===== src/pkg/gfx_irq_consts.vh =====
`ifndef GFX_IRQ_CONSTS_VH
`define GFX_IRQ_CONSTS_VH

// ****************************************************************
// register offsets (byte addresses)
// ****************************************************************
`define WDOG_CTRL_OFS        16'h2178
`define WDOG_THRESH_OFS      16'h217C
`define WDOG_COUNT_OFS       16'h2190

// ****************************************************************
// reset values
// ****************************************************************
`define WDOG_CTRL_RST        32'h00000000
`define WDOG_THRESH_RST      32'h00145855
`define WDOG_COUNT_RST       32'h00000000
`define IDENT_RST            32'h00000000

// ****************************************************************
// watchdog control command values
// ****************************************************************
`define WDOG_CMD_START       32'h00000000
`define WDOG_CMD_STOP        32'h00000001

// ****************************************************************
// interrupt bit positions
// ****************************************************************
`define IB_MEDIA_USER        25
`define IB_CTX_SWITCH        24
`define IB_PAGE_FAULT        23
`define IB_VLINE_A           22
`define IB_VLINE_B           21
`define IB_MEDIA_HANG        20
`define IB_BITSTREAM_HANG    19
`define IB_FENCE_NOTIFY      18
`define IB_MASTER_ERR        15
`define IB_THERMAL           14
`define IB_SYNC_STATUS       12
`define IB_FLIP_A            11
`define IB_FLIP_B            10
`define IB_OVERLAY_FLIP      9
`define IB_FLIP_C            8
`define IB_VERTICAL_BLANK_A  7
`define IB_PIPE_EVT_A        6
`define IB_VERTICAL_BLANK_B  5
`define IB_PIPE_EVT_B        4
`define IB_EU_DEBUG          2
`define IB_RENDER_USER       1
`define IB_SYS_EVENT         0

// ****************************************************************
// bit classes: sticky event bits, mirrored level bits and the sync toggle bit
// ****************************************************************
`define IDENT_STICKY_MASK    32'h037CC0F7
`define IDENT_LEVEL_MASK     32'h00800F00
`define IDENT_TOGGLE_MASK    32'h00001000

`endif


===== src/design/gfx_interrupt_sources_watchdog.v =====
// How it works
// - watchdog counts every render clock while running
// - writing one stops watchdog, clears count
// - threshold match raises media hang, wraps
// - bits 31 to 26 reserved, no source
// - bit 25 media parser user interrupt
// - bit 24 context switch, needs run list
// - bit 23 follows pending page fault
// - bits 22/21 display A/B scan line
// - bits 20/19 media/bitstream counter exceeded
// - bit 18 fence notify request
// - bit 15 clears after error source cleared
// - unmasked error status drives master error
// - bit 14 thermal sensor event
// - bit 12 toggles per completed sync flush
// - bits 11/10 plane A/B flip pending
// - bit 9 overlay flip pending, instructions only
// - bit 8 plane C flip pending
// - bits 7/5 delayed vertical blank leading edge
// - bits 6/4 rising edge unmasked pipe events
// - bits 2/1/0 debug, render user, system event
`timescale 1ns/1ps
`default_nettype none
`include "gfx_irq_consts.vh"

module gfx_interrupt_sources_watchdog #(
  parameter ERR_W  = 8,
  parameter PEVT_W = 8
) (
  input  wire              mclk,
  input  wire              rst,
  input  wire              ce,
  input  wire              reg_wr,
  input  wire              reg_rd,
  input  wire [15:0]       reg_addr,
  input  wire [31:0]       reg_wdata,
  output reg  [31:0]       reg_rdata_r,
  output reg               reg_rvalid_r,
  input  wire              media_user_intr,
  input  wire              ctx_switch_done,
  input  wire              run_list_enable,
  input  wire              page_fault_pending,
  input  wire              vline_a,
  input  wire              vline_b,
  input  wire              media_pipe_exceeded,
  input  wire              bitstream_pipe_exceeded,
  input  wire              fence_notify,
  input  wire [ERR_W-1:0]  err_status,
  input  wire [ERR_W-1:0]  err_mask,
  input  wire              thermal_event,
  input  wire              sync_flush_done,
  input  wire              sync_enable,
  input  wire              engines_flushed,
  input  wire              flip_pending_a,
  input  wire              flip_pending_b,
  input  wire              overlay_flip_pending,
  input  wire              flip_pending_c,
  input  wire [1:0]        vertical_blank_lead,
  input  wire [1:0]        vertical_blank_done,
  input  wire [PEVT_W-1:0] pipe_event_bits_a,
  input  wire [PEVT_W-1:0] pipe_event_mask_a,
  input  wire [PEVT_W-1:0] pipe_event_bits_b,
  input  wire [PEVT_W-1:0] pipe_event_mask_b,
  input  wire              eu_debug_intr,
  input  wire              render_user_intr,
  input  wire              system_event_config_wr,
  input  wire              identity_clear_wr,
  input  wire [31:0]       identity_clear_data,
  output reg  [31:0]       identity_r,
  output reg               media_hang_r,
  output reg               watchdog_running_r
);

  // ****************************************************************
  // register decode
  // ****************************************************************

  reg  [31:0] wdog_ctrl_r;
  reg  [31:0] wdog_thresh_r;
  wire        hit_ctrl;
  wire        hit_thresh;
  wire        hit_count;
  wire        wdog_start;
  wire        wdog_stop;
  wire [31:0] wdog_count;
  wire        wdog_running;
  wire        wdog_hang;

  // address compares; control and threshold shared by read and write paths, count used by reads only
  assign hit_ctrl   = (reg_addr == `WDOG_CTRL_OFS);
  assign hit_thresh = (reg_addr == `WDOG_THRESH_OFS);
  assign hit_count  = (reg_addr == `WDOG_COUNT_OFS);

  // the control register is a command port: only the exact values zero
  // and one act on the counter, so a stray bit pattern written by
  // software is held for read-back but can neither start nor stop it
  assign wdog_start = reg_wr & hit_ctrl & (reg_wdata == `WDOG_CMD_START);
  assign wdog_stop  = reg_wr & hit_ctrl & (reg_wdata == `WDOG_CMD_STOP);

  // ****************************************************************
  // writable registers
  // ****************************************************************

  // control keeps the last command for read-back
  // threshold changes take effect at once, even mid-count; a new value
  // below the running count lets the counter pass it and wrap naturally
  always @(posedge mclk) begin
    if (rst) begin
      wdog_ctrl_r   <= `WDOG_CTRL_RST;
      wdog_thresh_r <= `WDOG_THRESH_RST;
    end else if (ce) begin
      if (reg_wr && hit_ctrl) begin
        wdog_ctrl_r <= reg_wdata;
      end
      if (reg_wr && hit_thresh) begin
        wdog_thresh_r <= reg_wdata;
      end
    end
  end

  // ****************************************************************
  // read path
  // ****************************************************************

  reg [31:0] rdata_nxt;

  // unmapped offsets answer zero
  // the count register shows the live count; it is a debug view only,
  // since the value moves every clock while the watchdog runs
  always @* begin
    rdata_nxt = 32'h00000000;
    if (hit_ctrl) begin
      rdata_nxt = wdog_ctrl_r;
    end else if (hit_thresh) begin
      rdata_nxt = wdog_thresh_r;
    end else if (hit_count) begin
      rdata_nxt = wdog_count;
    end
  end

  // one cycle read latency
  always @(posedge mclk) begin
    if (rst) begin
      reg_rdata_r  <= 32'h00000000;
      reg_rvalid_r <= 1'b0;
    end else if (ce) begin
      reg_rvalid_r <= reg_rd;
      if (reg_rd) begin
        reg_rdata_r <= rdata_nxt;
      end
    end
  end

  // ****************************************************************
  // watchdog counter
  // ****************************************************************

  // the counter lives in its own module so its wrap and stop logic can be
  // reused; start and stop are one-cycle strobes from the write decode
  render_watchdog #(
    .CW        (32)
  ) u_watchdog (
    .mclk      (mclk),
    .rst       (rst),
    .ce        (ce),
    .start     (wdog_start),
    .stop      (wdog_stop),
    .threshold (wdog_thresh_r),
    .count_r   (wdog_count),
    .running_r (wdog_running),
    .hang_r    (wdog_hang)
  );

  // hang pulse and run state mirrored to top-level flops
  // both lag the counter by one clock; the identity bit uses the internal
  // pulse so it rises in the same cycle as the media hang output
  always @(posedge mclk) begin
    if (rst) begin
      media_hang_r       <= 1'b0;
      watchdog_running_r <= 1'b0;
    end else if (ce) begin
      media_hang_r       <= wdog_hang;
      watchdog_running_r <= wdog_running;
    end
  end

  // ****************************************************************
  // display pipe edge and blank tracking, one copy per pipe
  // ****************************************************************

  wire [1:0] pipe_or;
  reg  [1:0] pipe_or_q_r;
  reg  [1:0] vertical_blank_q_r;
  reg  [1:0] vertical_blank_arm_r;
  wire [1:0] pipe_evt_rise;
  wire [1:0] vertical_blank_set;

  // only unmasked event bits take part in the OR
  // unmasking a standing event counts as a rising edge, which is what
  // software expects after it re-enables a cause in the pipe status
  assign pipe_or[0] = |(pipe_event_bits_a & ~pipe_event_mask_a);
  assign pipe_or[1] = |(pipe_event_bits_b & ~pipe_event_mask_b);

  genvar gp;
  generate
    for (gp = 0; gp < 2; gp = gp + 1) begin : g_pipe
      // arm on blank leading edge, fire once blank-time updates finish
      always @(posedge mclk) begin
        if (rst) begin
          pipe_or_q_r[gp]          <= 1'b0;
          vertical_blank_q_r[gp]   <= 1'b0;
          vertical_blank_arm_r[gp] <= 1'b0;
        end else if (ce) begin
          pipe_or_q_r[gp]        <= pipe_or[gp];
          vertical_blank_q_r[gp] <= vertical_blank_lead[gp];
          if (vertical_blank_set[gp]) begin
            vertical_blank_arm_r[gp] <= 1'b0;
          end else if (vertical_blank_lead[gp] && !vertical_blank_q_r[gp]) begin
            vertical_blank_arm_r[gp] <= 1'b1;
          end
        end
      end
      assign pipe_evt_rise[gp] = pipe_or[gp] & ~pipe_or_q_r[gp];
      // a new leading edge with updates already done fires at once
      assign vertical_blank_set[gp] = vertical_blank_done[gp] &
                                      (vertical_blank_arm_r[gp] |
                                       (vertical_blank_lead[gp] & ~vertical_blank_q_r[gp]));
    end
  endgenerate

  // ****************************************************************
  // sync flush toggle and master error
  // ****************************************************************

  reg  sync_flush_q_r;
  wire sync_toggle;
  wire err_active;

  // edge of the flush-done strobe so a held level toggles once
  // a flush reported before all engines are idle is dropped, not deferred;
  // the parser must report again once the engines have drained
  always @(posedge mclk) begin
    if (rst) begin
      sync_flush_q_r <= 1'b0;
    end else if (ce) begin
      sync_flush_q_r <= sync_flush_done;
    end
  end

  assign sync_toggle = sync_flush_done & ~sync_flush_q_r & sync_enable & engines_flushed;
  assign err_active  = |(err_status & ~err_mask);

  // ****************************************************************
  // interrupt identity bits
  // ****************************************************************

  reg [31:0] set_vec;
  reg [31:0] level_vec;
  reg [31:0] clr_vec;
  reg [31:0] ident_nxt;

  // event sources gathered at their bit positions
  always @* begin
    set_vec = 32'h00000000;
    set_vec[`IB_MEDIA_USER]     = media_user_intr;
    set_vec[`IB_CTX_SWITCH]     = ctx_switch_done & run_list_enable;
    set_vec[`IB_VLINE_A]        = vline_a;
    set_vec[`IB_VLINE_B]        = vline_b;
    set_vec[`IB_MEDIA_HANG]     = media_pipe_exceeded | wdog_hang;
    set_vec[`IB_BITSTREAM_HANG] = bitstream_pipe_exceeded;
    set_vec[`IB_FENCE_NOTIFY]   = fence_notify;
    set_vec[`IB_MASTER_ERR]     = err_active;
    set_vec[`IB_THERMAL]        = thermal_event;
    set_vec[`IB_VERTICAL_BLANK_A] = vertical_blank_set[0];
    set_vec[`IB_PIPE_EVT_A]     = pipe_evt_rise[0];
    set_vec[`IB_VERTICAL_BLANK_B] = vertical_blank_set[1];
    set_vec[`IB_PIPE_EVT_B]     = pipe_evt_rise[1];
    set_vec[`IB_EU_DEBUG]       = eu_debug_intr;
    set_vec[`IB_RENDER_USER]    = render_user_intr;
    set_vec[`IB_SYS_EVENT]      = system_event_config_wr;
  end

  // pending conditions mirrored straight into their bits
  always @* begin
    level_vec = 32'h00000000;
    level_vec[`IB_PAGE_FAULT]   = page_fault_pending;
    level_vec[`IB_FLIP_A]       = flip_pending_a;
    level_vec[`IB_FLIP_B]       = flip_pending_b;
    level_vec[`IB_OVERLAY_FLIP] = overlay_flip_pending;
    level_vec[`IB_FLIP_C]       = flip_pending_c;
  end

  // write-one-to-clear; master error waits for its source to go away
  // so software must clear the error cause first, else the clear is lost
  // and the bit stays up, which keeps the interrupt from being missed
  always @* begin
    clr_vec = 32'h00000000;
    if (identity_clear_wr) begin
      clr_vec = identity_clear_data & `IDENT_STICKY_MASK;
    end
    if (err_active) begin
      clr_vec[`IB_MASTER_ERR] = 1'b0;
    end
  end

  wire [31:0] sticky_nxt;
  wire [31:0] level_nxt;
  wire [31:0] toggle_vec;
  wire [31:0] toggle_nxt;

  // sticky bits: set wins over a clear in the same cycle
  assign sticky_nxt = ((identity_r & ~clr_vec) | set_vec) & `IDENT_STICKY_MASK;
  // level bits follow their source one clock late; clears cannot touch them
  assign level_nxt  = level_vec & `IDENT_LEVEL_MASK;
  // the sync bit flips once per qualified flush and is never cleared
  assign toggle_vec = {19'h00000, sync_toggle, 12'h000};
  assign toggle_nxt = (identity_r ^ toggle_vec) & `IDENT_TOGGLE_MASK;

  // the three classes merged, then reserved positions forced low
  always @* begin
    ident_nxt = sticky_nxt | level_nxt | toggle_nxt;
    // reserved and unused positions never hold a one
    ident_nxt[31:26] = 6'h00;
    ident_nxt[17:16] = 2'h0;
    ident_nxt[13]    = 1'b0;
    ident_nxt[3]     = 1'b0;
  end

  // identity register; held while the clock enable is low
  always @(posedge mclk) begin
    if (rst) begin
      identity_r <= `IDENT_RST;
    end else if (ce) begin
      identity_r <= ident_nxt;
    end
  end

endmodule // gfx_interrupt_sources_watchdog

`default_nettype wire


===== src/design/render_watchdog.v =====
`timescale 1ns/1ps
`default_nettype none

// ****************************************************************
// render clock watchdog counter
// ****************************************************************
module render_watchdog #(
  parameter CW = 32
) (
  input  wire          mclk,
  input  wire          rst,
  input  wire          ce,
  input  wire          start,
  input  wire          stop,
  input  wire [CW-1:0] threshold,
  output reg  [CW-1:0] count_r,
  output reg           running_r,
  output reg           hang_r
);

  // stop beats start if both arrive together
  always @(posedge mclk) begin
    if (rst) begin
      count_r   <= {CW{1'b0}};
      running_r <= 1'b0;
      hang_r    <= 1'b0;
    end else if (ce) begin
      hang_r <= 1'b0;
      if (stop) begin
        running_r <= 1'b0;
        count_r   <= {CW{1'b0}};
      end else begin
        if (start) begin
          running_r <= 1'b1;
        end
        if (running_r) begin
          // threshold zero fires every cycle; software loads it first
          if (count_r == threshold) begin
            count_r <= {CW{1'b0}};
            hang_r  <= 1'b1;
          end else begin
            count_r <= count_r + {{(CW-1){1'b0}}, 1'b1};
          end
        end
      end
    end
  end

endmodule // render_watchdog

`default_nettype wire


===== config.mk =====
export PLATFORM = sky130hd
export DESIGN_NAME = gfx_interrupt_sources_watchdog
export DESIGN_NICKNAME = d
export VERILOG_FILES = /design/src/design/gfx_interrupt_sources_watchdog.v /design/src/design/render_watchdog.v
export VERILOG_INCLUDE_DIRS = /design/src /design/src/pkg
export SDC_FILE = /design/constraint.sdc
export NUM_CORES = 1
export LEC_CHECK = 0
export BUFFER_PORTS_ARGS = -buffer_cell sky130_fd_sc_hd__buf_2
export CAP_MARGIN = 15
export CORE_AREA = 2 2 131 133
export DETAILED_ROUTE_END_ITERATION = 7
export DIE_AREA = 0 0 133 135
export GPL_ROUTABILITY_DRIVEN = 0
export MAX_ROUTING_LAYER = met4
export PLACE_DENSITY = 0.73
export SYNTH_ARGS = -nofsm -noshare
export SYNTH_HDL_FRONTEND = slang
export SYNTH_SLANG_ARGS = --single-unit
export TNS_END_PERCENT = 5

===== constraint.sdc =====
create_clock -name mclk -period 2.55 [get_ports mclk]
set_input_delay 0.51 -clock mclk [delete_from_list [all_inputs] [get_ports mclk]]
set_output_delay 0.51 -clock mclk [all_outputs]
set_load 0.05 [all_outputs]

Yosys cells after proc, flatten, opt, wreduce, memory -nomap -nowiden
Cells that the tools add are included.
{"block": "op_classes", "n_reduce_logical": 21, "n_bitwise": 33, "muxes": 17, "add_sub_neg": 1, "eq_ne": 5}
{"op": "$mux 32", "n": 6}
{"op": "$eq 16x14->1 const B", "n": 3}
{"op": "$add 32x1->32 const B", "n": 1}
{"op": "$eq 32x1->1 const B", "n": 1}
{"op": "$eq 32x32->1", "n": 1}
{"op": "$logic_not 32->1", "n": 1}
{"op": "$and 26x26->26", "n": 1}
{"op": "$mux 26", "n": 1}
{"op": "$not 26->26", "n": 1}
{"op": "$or 26x13->26", "n": 1}
{"op": "$or 26x24->26", "n": 1}
{"op": "$or 26x26->26", "n": 1}
{"op": "$and 8x8->8", "n": 3}
{"op": "$not 8->8", "n": 3}
{"op": "$reduce_or 8->1", "n": 3}
{"op": "$reduce_and 2->1", "n": 7}
{"op": "$and 1x1->1", "n": 13}
{"op": "$xor 13x13->13", "n": 1}
{"op": "$mux 1", "n": 10}
{"op": "$reduce_bool 2->1", "n": 4}
{"op": "$not 1->1", "n": 5}
{"op": "$logic_and 1x1->1", "n": 4}
{"op": "$or 1x1->1", "n": 3}
{"op": "$logic_not 1->1", "n": 2}
{"block": "word_totals", "wordCells": 94, "reg_bits": 162}

Depth between registers and ports, before layout
{"block": "depth", "depth_word": 9, "mapped_depth": 8, "depth_no_buf": 7}

Hierarchy
Synthesis repeated with hierarchy kept, for this count alone.
{"block": "hier_totals", "cells_unflattened": 958, "hier_area_um2": 8021.4}
{"mod": "gfx_interrupt_sources_watchdog", "seq_area_each_um2": 2562.5, "cells_per_inst": 718, "area_each_um2": 6048.3, "n_inst": 1}
{"mod": "render_watchdog", "seq_area_each_um2": 680.7, "cells_per_inst": 240, "area_each_um2": 1973.1, "n_inst": 1}

Worst setup path before layout
OpenSTA, ideal clock, no wires.
{"block": "synth_timing", "path_kind": "input-to-reg", "startpoint": "input port reg_addr[9]", "endpoint": "register wdog_thresh_r[10]", "t_required_ns": 2.422, "t_arrival_ns": 2.518, "slack_ns": -0.096, "cell_stages": 8, "path_cell_list": "or4_1 or4_4 nor3_4 and3_2 buf_6 buf_8 mux2i_1 nor2_1"}
{"block": "synth_via", "elab_chain_cells": 3}
{"item": "start, declared", "line": "gfx_interrupt_sources_watchdog.v:35", "source": "input wire [15:0] reg_addr,"}
{"item": "$eq 16x14->1 (no source line)"}
{"item": "$logic_and 1x1->1", "line": "gfx_interrupt_sources_watchdog.v:115", "source": "if (reg_wr && hit_thresh) begin"}
{"item": "$reduce_and 2->1 (no source line)"}
{"item": "end signal, assigned", "line": "gfx_interrupt_sources_watchdog.v:110", "source": "wdog_thresh_r <= `WDOG_THRESH_RST;"}
{"item": "end signal, assigned", "line": "gfx_interrupt_sources_watchdog.v:116", "source": "wdog_thresh_r <= reg_wdata;"}
{"item": "end, declared", "line": "gfx_interrupt_sources_watchdog.v:79", "source": "reg [31:0] wdog_thresh_r;"}
No other way between the ends.
A chain may end at the register's enable or synchronous reset.

Worst setup path after layout
{"block": "layout_timing", "startpoint": "input port reg_addr[9]", "endpoint": "register wdog_thresh_r[18]"}
Same word-level chain as after synthesis.

==> summary.txt <==
Layout
  • Fraction of layout cells with a size suffix above 1: 25.1%
  • Design area: 9560 um^2
  • Fill cells: 1,438
  • Area growth, synth to finish: 25.3%
  • Util after Layout: 58.3%
  • N_diodes: 0
  • Final-stage net count: 1,253
  • Most common cell after layout, fill and taps aside: buf_2
  • Most frequent cells in the layout: buf_2 (197), dfxtp_1 (162), nand2_1 (131)
  • Non-filler cells, final: 1,327

Timing
  • Final period util: 91.7%
  • Slew margin rel.: 57.5%
  • Setup violators final: 0
  • Pins Over Slew Limit: 0
  • Skew final: 0.00872 ns
  • Final sum of negative setup slack: 0 ns
  • Hold Fails Final Rpt: 0
  • Peak Freq: 427 MHz
  • Hold Slack: 0.273 ns
  • Clock period minus worst slack: 2.34 ns
  • Setup WS post-layout: 0.211 ns
  • Worst-margin pin slew: 0.638 ns
  • RSZ-0062 raised after global routing: no

Critical path
  • CP Launch Type: input pin
  • Worst-path maximum fanout: 23
  • FF-to-FF setup slack: 0.44 ns
  • Required time of the worst setup path: 2.87 ns
  • Worst Setup Path Type: input pin to register
  • Crit path capture type: register
  • Arrival @ worst endpoint: 2.66 ns

Route
  • Routed WL: 22.6 mm
  • Starting DRT DRC Count: 831
  • Drt first pass iters: 8
  • Via count: 7,626
  • Via-to-Cell Ratio: 5.75
  • DRC: 20
  • ANT nets after route: 0
  • Routed len/inst: 17.0 um

Yosys
  • Post-synthesis async set-or-reset flop share: 0%
  • Top post-synthesis cells by area: dfxtp_1 (42%), nand2_1 (6.4%), nor2_1 (4.8%)
  • Synthesis Warnings: 0
  • Distinct cells, synth: 55
  • Syn_area_per_cell: 8.23 um^2
  • Syn Inst Count: 927
  • Number of synthesized register bits: 162
  • Syn Std Cell Area: 7630 um^2
  • Register area share after synthesis: 42.5%
  • Yosys top cell area share: 42.5%
  • Main synth FF type: dfxtp_1
  • Synth area leader: dfxtp_1
  • Number of synthesized flops with an enable pin: 0

Placement
  • Placed inst area: 8940 um^2
  • Pre-CTS setup slack: -0.231 ns
  • Cells after DPL: 1,295
  • Dpl hpwl: 15.8 mm
  • I/O Buffers: 198

Flow run
  • Maxcap violations: 0

Die
  • Chip Width: 133 um
  • Initial Util: 46.5%
  • DIE HEIGHT: 135 um
  • CORE AREA: 16,400 um^2
  • Num rows: 47
  • Die area: 18,000 um^2
  • IO Pins: 225

Clock tree
  • CTS tree: done
  • Setup bufs post-CTS: 0
  • TritonCTS Buffers: 17
  • CTS clk-pin slew, worst paths: 0.07 ns
  • Worst-skew pair later-pin latency: 0.44 ns
  • Clock sink count: 162
  • Post_cts resized: 0
  • CTS Hold Bufs: 0
  • CTS max path bufs: 2
  • CTS H-tree lvls: 4
  • Clk root buf: clkbuf_16

Pwr
  • Total power: 5.92 mW
  • Maximum vdd ir drop: 581 uV
  • LEAKAGE: 3.63 nW
  • PD cells: 619 nW/um^2

GRT
  • Gr usage total: 26.1%
  • First-pass GRT wire length: 36.1 mm
  • Vias in the first global route: 7,000
  • Initial antenna violation count: 0
  • Largest net degree at the start of global routing: 66
  • Total congestion overflow: 0

Worst hold path
  • Worst hold path class: input pin to register

Outcome
  • Status: complete, but fails checks
  • Failing checks: DRC
==> final timing paths <==
check	startpoint	to	cells past startpoint
max	reg_addr[9]	wdog_thresh_r[18]	8
min	vertical_blank_done[0]	vertical_blank_arm_r[0]	2
max reg2reg	u_watchdog.count_r[1]	u_watchdog.count_r[20]	7
min reg2reg	wdog_ctrl_r[20]	wdog_ctrl_r[20]	2
==> final cells by class <==
cell class | instances | area (um^2) | area share (%)
Inverter | 28 | 105 | 1.10
Clock buffer | 19 | 443 | 4.63
Multi-Input combinational cell | 649 | 3890 | 40.7
Sequential cell | 162 | 3240 | 33.9
Tap cell | 220 | 275 | 2.88
Timing Repair Buffer | 236 | 1430 | 14.9
Clock inverter | 13 | 174 | 1.82
==> layer usage <==
layer	up-vias	wire length [um]	GRT usage (%)	part of all wire [%]
li1	3660	-	-	-
met2	346	10100	38.9	45
met5	-	0	-	0
met4	0	477	9.92	2.1
met1	3578	10200	35.3	45
met3	42	1850	4.58	8.2
==> flip-flops by register name, summed over array words and instances (netlist names) <==
| name | cells |
|---|---|
| u_watchdog.count_r | 32 |
| media_hang_r | 1 |
| u_watchdog.hang_r | 1 |
| sync_flush_q_r | 1 |
| vertical_blank_q_r | 2 |
| identity_r | 22 |
| u_watchdog.running_r | 1 |
| pipe_or_q_r | 2 |
| vertical_blank_arm_r | 2 |
| reg_rvalid_r | 1 |
| watchdog_running_r | 1 |
| wdog_thresh_r | 32 |
| reg_rdata_r | 32 |
| wdog_ctrl_r | 32 |
==> power by group <==
part	internal [mW]	leakage, nW	total [mW]	switching [mW]
Clock	1.58	0.296	2.68	1.09
Sequential	2.59	1.32	2.62	0.0306
Combinational	0.196	2.02	0.618	0.422
==> synthesized netlist by cell type (3+ instances only) <==
cell        n
a211o_1     9
a211oi_1   36
a21oi_1    58
a222oi_1   32
a22oi_1     9
a311oi_1    4
a31oi_1    16
and2_1      4
and3_1      4
buf_2      11
buf_4      10
clkbuf_1   71
dfxtp_1   162
inv_1      28
mux2i_1    32
nand2_1   131
nand3_1    30
nand4_1    28
nand4b_1    5
nor2_1     97
nor2b_1    12
nor3_1     13
nor4_1     19
o211ai_1   15
o21a_1      8
o22ai_1    12
o31a_1      3
xnor2_1    33
==> logic make-up (layout without fill, tap and decap cells) <==
kind of cell               Yosys count  in the layout  share of synthesized area [%]
DFF                                162            162                           42.5
xor gates and xnor gates            34             34                           3.90
muxes                               32             32                           4.20
other                                1             10                         0.0491
and+or+nand+nor                    363            363                           22.3
AOI/OAI and AO/OA                  209            209                           19.5
buffers and inverters              125            296                           7.31
adders and majority gates            1              1                          0.164
==> critical path: stages <==
cell	delay [ns]
buf_2	0.09
or4_1	0.54
or4_4	0.55
nor3_4	0.18
and3_4	0.25
buf_12	0.19
nor2b_1	0.07
a211o_1	0.27
Note: power is estimated with default switching activity, not from simulation.
